`src/verilog/conv_pkg.sv`:
```
// shared constants and types for the converter control block
package conv_pkg;
    // register offsets on the memory data bus
    localparam logic [15:0] OFF_PIN_IN = 16'h0110;
    localparam logic [15:0] OFF_PIN_EN = 16'h0112;
    localparam logic [15:0] OFF_CTRL = 16'h0114;
    localparam logic [15:0] OFF_RSVD = 16'h0116;
    localparam logic [15:0] OFF_RESULT = 16'h0118;
    // control word fields
    localparam int B_SOC = 0;
    localparam int B_REFSW = 1;
    localparam int B_CH_LO = 2;
    localparam int B_CH_NONE = 5;
    localparam int B_CS_LO = 6;
    localparam int B_CS_NONE = 8;
    localparam int B_RANGE_LO = 9;
    localparam int B_AUTO = 11;
    localparam int B_PD = 12;
    localparam int B_DIV_LO = 13;
    // reset values
    localparam logic [15:0] CTRL_RESET = 16'h0000;
    localparam logic [7:0] PIN_EN_RESET = 8'h00;
    localparam logic [15:0] RESULT_RESET = 16'h0000;
    // result spans
    localparam logic [15:0] MAX_12BIT = 16'h0FFF;
    localparam logic [15:0] MAX_14BIT = 16'h3FFF;
    // timing
    localparam int SAMPLE_CLKS = 12;
    localparam int CONV_CLKS = 14;
    localparam int STABLE_US = 6;
    localparam int CLK_MHZ = 100;
    localparam int STABLE_CYCLES = STABLE_US * CLK_MHZ;
    // APB register map of the controller
    localparam logic [7:0] APB_CMD = 8'h00;
    localparam logic [7:0] APB_STATUS = 8'h04;
    localparam logic [7:0] APB_RDATA = 8'h08;
    typedef enum logic [1:0] {
        OP_READ,
        OP_WRITE
    } op_t;
endpackage
```
`src/verilog/conv_if.sv`:
```
// link between the converter control block and its bus controller
`timescale 1ns/1ps
interface conv_if;
    logic [15:0] addr;
    logic [15:0] wdata;
    logic [15:0] rdata;
    logic wr;
    logic rd;
    logic done;
    logic ref_in;
    logic ref_out;
    logic ref_oe_n;
    modport device (
        input addr, wdata, wr, rd, ref_in,
        output rdata, done, ref_out, ref_oe_n
    );
    modport host (
        output addr, wdata, wr, rd, ref_in,
        input rdata, done, ref_out, ref_oe_n
    );
endinterface

```
`src/verilog/clk_div.sv`:
```
// converter clock tick generator, divide by 1 to 4
`timescale 1ns/1ps
module clk_div (
    // clock and reset
    input wire logic CLK,
    input wire logic RESETN,
    // control
    input wire logic [1:0] DIV,
    input wire logic CLEAR,
    // tick
    output logic TICK
);
    typedef struct packed {
        logic [1:0] cnt;
    } div_t;
    div_t s;
    div_t next_s;

    always_comb begin
        next_s = s;
        if (CLEAR || s.cnt >= DIV) begin
            next_s.cnt = 2'h0;
        end else begin
            next_s.cnt = s.cnt + 2'h1;
        end
    end

    always_ff @(posedge CLK or negedge RESETN) begin
        if (!RESETN) begin
            s <= '0;
        end else begin
            s <= next_s;
        end
    end

    assign TICK = !CLEAR && (s.cnt >= DIV); // RULE18
endmodule

```
`src/verilog/conv_device.sv`:
```
// converter control registers and conversion sequencer
//
// Our own choice: the APB interface to the registers.
`timescale 1ns/1ps
////////////////////////////////////////////////////////////////////////
// Functional notes
// (RULE1) pin input register read-only, high byte zero
// (RULE2) bits 0 to 7 map to A0 to A7
// (RULE3) input bit is pin AND enable
// (RULE4) enable register low byte, high reads zero
// (RULE5) enable 1 digital, 0 analog reads zero
// (RULE6) enables cleared at reset
// (RULE7) result held until next start
// (RULE8) start bit self-clears
// (RULE9) reference switch drives reference pin out
// (RULE10) bits 2-5 select channel, bit5 none
// (RULE11) bits 6-8 select source, bit8 none
// (RULE12) selection change mid-conversion invalidates result
// (RULE13) bits 10:9 select range A-D
// (RULE14) software keeps range bits during conversion
// (RULE15) bit 11 selects auto-range 14-bit mode
// (RULE16) power-down opens switch, stops comparator, source
// (RULE17) software waits 6 us after power-up
// (RULE18) bits 14:13 divide clock by 1-4
// (RULE19) result limited to 0FFFh or 3FFFh
// (RULE20) sample window twelve converter clocks
// (RULE21) completion pulse with result update
module conv_device (
    // clock and reset
    input wire logic CLK,
    input wire logic RESETN,
    // bus side
    conv_if.device BUS,
    // analog front end
    input wire logic [7:0] PIN_LEVEL,
    input wire logic [13:0] CORE_CODE,
    output logic [7:0] DIGITAL_EN,
    output logic [2:0] CHANNEL,
    output logic CHANNEL_ON,
    output logic [1:0] SOURCE_PIN,
    output logic SOURCE_ON,
    output logic [1:0] RANGE,
    output logic AUTO_RANGE,
    output logic COMPARATOR_ON,
    output logic SAMPLING,
    output logic RESULT_VALID
);
    typedef enum logic [1:0] {
        ST_IDLE,
        ST_SAMPLE,
        ST_CONVERT
    } phase_t;
    typedef struct packed {
        logic [7:0] pin_en;
        logic [15:0] ctrl;
        logic [15:0] result;
        logic [15:0] rdata;
        logic [4:0] tick_cnt;
        phase_t phase;
        logic [6:0] sel_snap;
        logic [2:0] rng_snap;
        logic invalid;
        logic valid;
        logic done;
    } dev_t;
    dev_t s;
    dev_t next_s;
    logic tick;
    logic [7:0] pin_in;
    logic [15:0] code;
    logic busy;
    logic ref_drive;

    ////////////////////////////////////////////////////////////////////
    // divider free-runs, so the first tick may lag a start
    clk_div u_div (
        .CLK(CLK),
        .RESETN(RESETN),
        .DIV(s.ctrl[conv_pkg::B_DIV_LO +: 2]), // RULE18
        .CLEAR(s.ctrl[conv_pkg::B_PD]),
        .TICK(tick)
    );

    genvar g;
    generate
        for (g = 0; g < 8; g++) begin : g_pin
            assign pin_in[g] = PIN_LEVEL[g] & s.pin_en[g]; // RULE2 RULE3 RULE5
        end
    endgenerate

    // core code trimmed to the span of the mode
    always_comb begin
        if (s.ctrl[conv_pkg::B_AUTO]) begin // RULE15
            code = {2'b00, CORE_CODE} & conv_pkg::MAX_14BIT; // RULE19
        end else begin
            code = {4'h0, CORE_CODE[11:0]} & conv_pkg::MAX_12BIT; // RULE19
        end
    end

    ////////////////////////////////////////////////////////////////////
    always_comb begin
        next_s = s;
        next_s.done = 1'b0;
        next_s.ctrl[conv_pkg::B_SOC] = 1'b0; // RULE8
        // read data stands until the next read
        if (BUS.rd) begin
            case (BUS.addr)
                conv_pkg::OFF_PIN_IN: next_s.rdata = {8'h00, pin_in}; // RULE1
                conv_pkg::OFF_PIN_EN:
                    next_s.rdata = {8'h00, s.pin_en}; // RULE4
                conv_pkg::OFF_CTRL: next_s.rdata = s.ctrl;
                conv_pkg::OFF_RESULT: next_s.rdata = s.result;
                default: next_s.rdata = 16'h0000;
            endcase
        end
        if (BUS.wr) begin
            case (BUS.addr)
                conv_pkg::OFF_PIN_EN: next_s.pin_en = BUS.wdata[7:0]; // RULE4
                conv_pkg::OFF_CTRL: next_s.ctrl = {1'b0, BUS.wdata[14:0]};
                default: ;
            endcase
        end
        // a write selecting other pins while busy spoils the result
        if (s.phase != ST_IDLE &&
            next_s.ctrl[8:2] != s.sel_snap) begin
            next_s.invalid = 1'b1; // RULE12
        end
        // a start pulse seen while busy is dropped
        case (s.phase)
            ST_IDLE: begin
                if (s.ctrl[conv_pkg::B_SOC] && !s.ctrl[conv_pkg::B_PD]) begin
                    next_s.phase = ST_SAMPLE;
                    next_s.tick_cnt = 5'h00;
                    next_s.sel_snap = s.ctrl[8:2];
                    next_s.rng_snap = s.ctrl[11:9];
                    next_s.invalid = 1'b0;
                    next_s.valid = 1'b0; // RULE7
                end
            end
            ST_SAMPLE: begin
                if (tick) begin
                    if (s.tick_cnt == 5'(conv_pkg::SAMPLE_CLKS - 1)) begin
                        next_s.phase = ST_CONVERT; // RULE20
                        next_s.tick_cnt = 5'h00;
                    end else begin
                        next_s.tick_cnt = s.tick_cnt + 5'h01;
                    end
                end
            end
            ST_CONVERT: begin
                if (tick) begin
                    if (s.tick_cnt == 5'(conv_pkg::CONV_CLKS - 1)) begin
                        next_s.phase = ST_IDLE;
                        next_s.result = code; // RULE7 RULE21
                        next_s.done = 1'b1; // RULE21
                        next_s.valid = !next_s.invalid;
                    end else begin
                        next_s.tick_cnt = s.tick_cnt + 5'h01;
                    end
                end
            end
            default: next_s.phase = ST_IDLE;
        endcase
        // power-down aborts any conversion
        if (s.ctrl[conv_pkg::B_PD] && busy) begin
            next_s.phase = ST_IDLE;
            next_s.valid = 1'b0;
        end
    end

    // reset leaves every pin analog and the sequencer idle
    always_ff @(posedge CLK or negedge RESETN) begin
        if (!RESETN) begin
            s.pin_en <= conv_pkg::PIN_EN_RESET; // RULE6
            s.ctrl <= conv_pkg::CTRL_RESET;
            s.result <= conv_pkg::RESULT_RESET;
            s.rdata <= 16'h0000;
            s.tick_cnt <= 5'h00;
            s.phase <= ST_IDLE;
            s.sel_snap <= 7'h00;
            s.rng_snap <= 3'h0;
            s.invalid <= 1'b0;
            s.valid <= 1'b0;
            s.done <= 1'b0;
        end else begin
            s <= next_s;
        end
    end

    ////////////////////////////////////////////////////////////////////
    logic pd;
    assign pd = s.ctrl[conv_pkg::B_PD];
    assign busy = (s.phase != ST_IDLE);
    assign ref_drive = s.ctrl[conv_pkg::B_REFSW] && !pd; // RULE9 RULE16
    assign BUS.rdata = s.rdata;
    assign BUS.done = s.done;
    assign BUS.ref_out = ref_drive; // RULE9 RULE16
    assign BUS.ref_oe_n = !ref_drive; // RULE9
    assign DIGITAL_EN = s.pin_en; // RULE5
    assign CHANNEL = s.ctrl[conv_pkg::B_CH_LO +: 3]; // RULE10
    assign CHANNEL_ON = !s.ctrl[conv_pkg::B_CH_NONE]; // RULE10
    assign SOURCE_PIN = s.ctrl[conv_pkg::B_CS_LO +: 2]; // RULE11
    assign SOURCE_ON = !s.ctrl[conv_pkg::B_CS_NONE] && !pd; // RULE11 RULE16
    // range used is the one latched at start; auto ignores it
    assign RANGE = s.rng_snap[2] ? 2'b00 : s.rng_snap[1:0]; // RULE13 RULE15
    assign AUTO_RANGE = s.rng_snap[2]; // RULE15
    assign COMPARATOR_ON = !pd; // RULE16
    assign SAMPLING = (s.phase == ST_SAMPLE);
    assign RESULT_VALID = s.valid;
endmodule

```
`src/flat_wrapper.sv`:
```
// flat-port wrapper written by rule: the top's interface ports become plain ports
module conv_device_flat 
  (CLK, RESETN, PIN_LEVEL, CORE_CODE, DIGITAL_EN, CHANNEL, CHANNEL_ON, SOURCE_PIN, SOURCE_ON, RANGE, AUTO_RANGE, COMPARATOR_ON, SAMPLING, RESULT_VALID, BUS_addr, BUS_wdata, BUS_wr, BUS_rd, BUS_ref_in, BUS_rdata, BUS_done, BUS_ref_out, BUS_ref_oe_n);
  conv_if BUS_i ();
  input wire logic CLK;
  input wire logic RESETN;
  input wire logic [7:0] PIN_LEVEL;
  input wire logic [13:0] CORE_CODE;
  output logic [7:0] DIGITAL_EN;
  output logic [2:0] CHANNEL;
  output logic CHANNEL_ON;
  output logic [1:0] SOURCE_PIN;
  output logic SOURCE_ON;
  output logic [1:0] RANGE;
  output logic AUTO_RANGE;
  output logic COMPARATOR_ON;
  output logic SAMPLING;
  output logic RESULT_VALID;
  input wire logic [$bits(BUS_i.addr)-1:0] BUS_addr;
  input wire logic [$bits(BUS_i.wdata)-1:0] BUS_wdata;
  input wire logic [$bits(BUS_i.wr)-1:0] BUS_wr;
  input wire logic [$bits(BUS_i.rd)-1:0] BUS_rd;
  input wire logic [$bits(BUS_i.ref_in)-1:0] BUS_ref_in;
  output wire logic [$bits(BUS_i.rdata)-1:0] BUS_rdata;
  output wire logic [$bits(BUS_i.done)-1:0] BUS_done;
  output wire logic [$bits(BUS_i.ref_out)-1:0] BUS_ref_out;
  output wire logic [$bits(BUS_i.ref_oe_n)-1:0] BUS_ref_oe_n;
  assign BUS_i.addr = BUS_addr;
  assign BUS_i.wdata = BUS_wdata;
  assign BUS_i.wr = BUS_wr;
  assign BUS_i.rd = BUS_rd;
  assign BUS_i.ref_in = BUS_ref_in;
  assign BUS_rdata = BUS_i.rdata;
  assign BUS_done = BUS_i.done;
  assign BUS_ref_out = BUS_i.ref_out;
  assign BUS_ref_oe_n = BUS_i.ref_oe_n;
  conv_device u_core (.CLK(CLK), .RESETN(RESETN), .BUS(BUS_i), .PIN_LEVEL(PIN_LEVEL), .CORE_CODE(CORE_CODE), .DIGITAL_EN(DIGITAL_EN), .CHANNEL(CHANNEL), .CHANNEL_ON(CHANNEL_ON), .SOURCE_PIN(SOURCE_PIN), .SOURCE_ON(SOURCE_ON), .RANGE(RANGE), .AUTO_RANGE(AUTO_RANGE), .COMPARATOR_ON(COMPARATOR_ON), .SAMPLING(SAMPLING), .RESULT_VALID(RESULT_VALID));
endmodule
```
`config.mk`:
```
export PLATFORM = sky130hd
export DESIGN_NAME = conv_device_flat
export DESIGN_NICKNAME = d
export VERILOG_FILES = /design/src/verilog/conv_pkg.sv /design/src/verilog/conv_if.sv /design/src/verilog/clk_div.sv /design/src/verilog/conv_device.sv /design/src/flat_wrapper.sv
export SDC_FILE = /design/constraint.sdc
export NUM_CORES = 1
export LEC_CHECK = 0
export ABC_AREA = 1
export BUFFER_PORTS_ARGS = -buffer_cell sky130_fd_sc_hd__buf_2
export CAP_MARGIN = 10
export CORE_AREA = 2 2 96 98
export CTS_BUF_LIST = sky130_fd_sc_hd__clkbuf_8
export CTS_CLUSTER_DIAMETER = 80
export DETAILED_ROUTE_END_ITERATION = 16
export DIE_AREA = 0 0 98 100
export PLACE_DENSITY = 0.82
export SLEW_MARGIN = 10
export SYNTH_ARGS = -nofsm -noshare
export SYNTH_HDL_FRONTEND = slang
export SYNTH_SLANG_ARGS = --single-unit
```
`constraint.sdc`:
```
create_clock -name CLK -period 1.5 [get_ports CLK]
set_input_delay 0.3 -clock CLK [delete_from_list [all_inputs] [get_ports CLK]]
set_output_delay 0.3 -clock CLK [all_outputs]
set_load 0.01 [all_outputs]
```
==> results.md <==
- Total CTS buffers: 9
- FF-to-FF Start: u_core.s[65]
- H-Tree Depth: 3
- Port buffer count: 95
- DR pass1 iterations: 5
- CP arrival: 1.96 ns
- Final hold violation count: 0
- CP startpoint kind: register
- Yosys top cell by area: dfrtp_1
- GP Congestion: 0.8449
- Setup ws final: -0.2103 ns
- Synthesized area per cell: 8.156 um2
- Clk slew on worst S/H paths: 0.08 ns
- Detail Placement HPWL: 7303 um
- Power Total: 4.131 mW
- Avg WL per Cell: 14.25 um
- Die width: 98 um
- Critical path endpoint category: register
- Mapped cell area: 0.003882 mm2
- Drt drc: 0
- Nets: 657
- Final ANT Viol Nets: 0
- Register area share after synthesis: 47.70%
- Initial core utilization: 43.67%
- Critical Path Start: u_core.s[65]
- Die ar.: 0.009800 mm2
- Tot GR Track Use: 20.45%
- Die Y-Extent: 100 um
- Clk sink count: 74
- Post-synthesis register bit count: 74
- Pwr dens: 813.9 mW/mm2
- Tcrit/Tclk final: 114.0%
- Most frequent cells in the layout: nand2_1 (117), buf_2 (93), dfrtp_1 (74)
- Mapped Cells: 476
- Worst Path Class, Setup: register to register
- Critical-path maximum fanout: 4
- HP Start: BUS_wdata[14]
- Aggregate global routing overflow: 0
- Largest net degree at the start of global routing: 38
- Hold crit path type: input port to register
- Clk_skew: 0.01123 ns
- P_leak: 2.663 nW
- Via density: 5.061
- Final min period: 1.710 ns
- Routed wire length: 10050 um
- Failing checks: negative setup slack
- Max cap viols: 0
- N_diodes: 0
- Yosys cell types: 31
- Syn. warnings: 0
- RSZ-0062 raised after global routing: yes
- Initial antenna violation count: 0
- Area contributors post-synth: dfrtp_1 (48%), nand2_1 (12%), o21ai_0 (7.9%)
- Via count: 3568
- DRT iter0 DRCs: 191
- Reg2reg setup slack: -0.21 ns
- Top-area cell type share of the netlist area: 47.70%
- Synth-to-layout area growth: 30.74%
- Clk root buf: clkbuf_8
- Status: finished with violations
- Most common cell after layout, fill and taps aside: nand2_1
- Fmax: 584.7 MHz
- Vias in the first global route: 3491
- Clk Latency, worst-skew pair: 0.36 ns
- Std cell rows: 35
- Buffer depth of the longest clock path: 2
- Max-slew violations: 0
- Worst Hold Margin: 0.1506 ns
- WP data required: 1.75 ns
- CTS tree: yes
- Core Area: 0.008890 mm2
- First-pass GRT wire length: 15960 um
- IO Count: 99
- DP Worst Slack: -0.2848 ns
- Final setup vio count: 25
- Synthesized net count: 544
- Max IR drop VDD: 0.0005138 V
- Layout cell share with drive strength beyond 1: 36.03%
metrics by stage:
| step | cell area (um2) | setup TNS [ns] | util [%] | instances |
|---|---|---|---|---|
| 2_1_floorplan | 3909 | -0.4035 | - | 476 |
| 5_1_grt | 5076 | -4.935 | 57.10 | 705 |
| 3_5_place_dp | 4604 | -5.955 | 51.79 | 681 |
| 3_3_place_gp | 4604 | -3.413 | 51.79 | 681 |
| 4_1_cts | 4916 | -1.531 | 55.30 | 700 |
| 6_report | 5076 | -2.785 | 57.10 | 705 |
layout make-up:
cell class,instances,area (um2)
Fill cell,769,3814
Sequential cell,74,1852
Multi-Input combinational cell,299,1643
Timing Repair Buffer,147,968.4
Inverter,58,222.7
Clock buffer,11,151.4
Tap cell,111,138.9
Clock inverter,5,100.1
worst paths after layout:
check | to | depth (start not counted)
worst min-delay path | u_core.s[66] | 3
worst min register to register | u_core.BUS.rdata[12] | 2
min in group asynchronous | u_core.RESULT_VALID | 2
worst max register to register | u_core.s[19] | 9
max in group asynchronous | u_core.DIGITAL_EN[5] | 3
worst max-delay path | u_core.s[19] | 9
power by group:
group / total [mW] / switching [mW] / internal (mW)
combinational: 0.188 / 0.104 / 0.0836
sequential: 1.99 / 0.000258 / 1.99
clock: 1.95 / 0.760 / 1.19
sequential cells by signal, summed over array words and instances (netlist names):
register and cells:
u_core.CHANNEL 3, u_core.SOURCE_PIN 2, u_core.BUS.rdata 15, u_core.RESULT_VALID 1, u_core.pd 1, u_core.DIGITAL_EN 8
u_core.s 40, u_core.BUS.done 1, u_core.u_div.s 2, u_core.AUTO_RANGE 1
synth_stat cells:
cell type and count:
nor4_1 1, o31ai_1 2, ha_1 9, o21ai_0 61, o211ai_1 1, xnor2_1 1, nand2_2 6, mux2_2 5
nor3b_1 1, buf_4 29, a31oi_1 1, nor2_1 25, nand4_1 8, nand3b_1 6, conb_1 1, nor3_1 4
o21a_1 1, nor2_4 2, buf_2 7, dfrtp_1 74, nand3_1 23, nand4_2 1, a211oi_1 1, nand2_1 120
o22ai_1 11, buf_6 2, a21oi_1 5, nor2_2 1, nand3_2 2, clkbuf_1 7, inv_1 58
critical path, stage by stage (launching register included):
cell and delay, ns:
dfrtp_1 0.42, ha_4 0.27, o21ai_2 0.04, nand2_1 0.09
nand2_2 0.09, a211oi_2 0.23, nand2_2 0.14, buf_4 0.17
nor2_2 0.11, a21oi_2 0.04
layer usage:
metal | GRT usage (%) | vias up | share of wire [%]
li1 | - | 1729 | -
met1 | 25.93 | 1674 | 42
met2 | 34.62 | 147 | 48
met3 | 5.153 | 18 | 8.1
met4 | 6.517 | 0 | 1.7
met5 | 0 | - | 0
repair_timing:
| action | CTS | global route |
|---|---|---|
| setup endpoints to repair | 33 | 41 |
| gates cloned | 0 | 2 |
| hold buffers | 1 | 0 |
| hold endpoints to repair | 17 | 0 |
| buffers inserted | 2 | 3 |
| pin swaps | 2 | 14 |
| resized for setup | 18 | 34 |
kinds of logic after synthesis:
kind of cell	after synthesis	synth area share (%)
buf+inv	103	13.37
fa+ha+maj	9	2.900
compound gates	83	11.41
other cells	1	0.09659
simple gates	200	22.85
flops	74	47.70
xor+xnor	1	0.2256
mux	5	1.450
(Power assumes the default switching activity.)
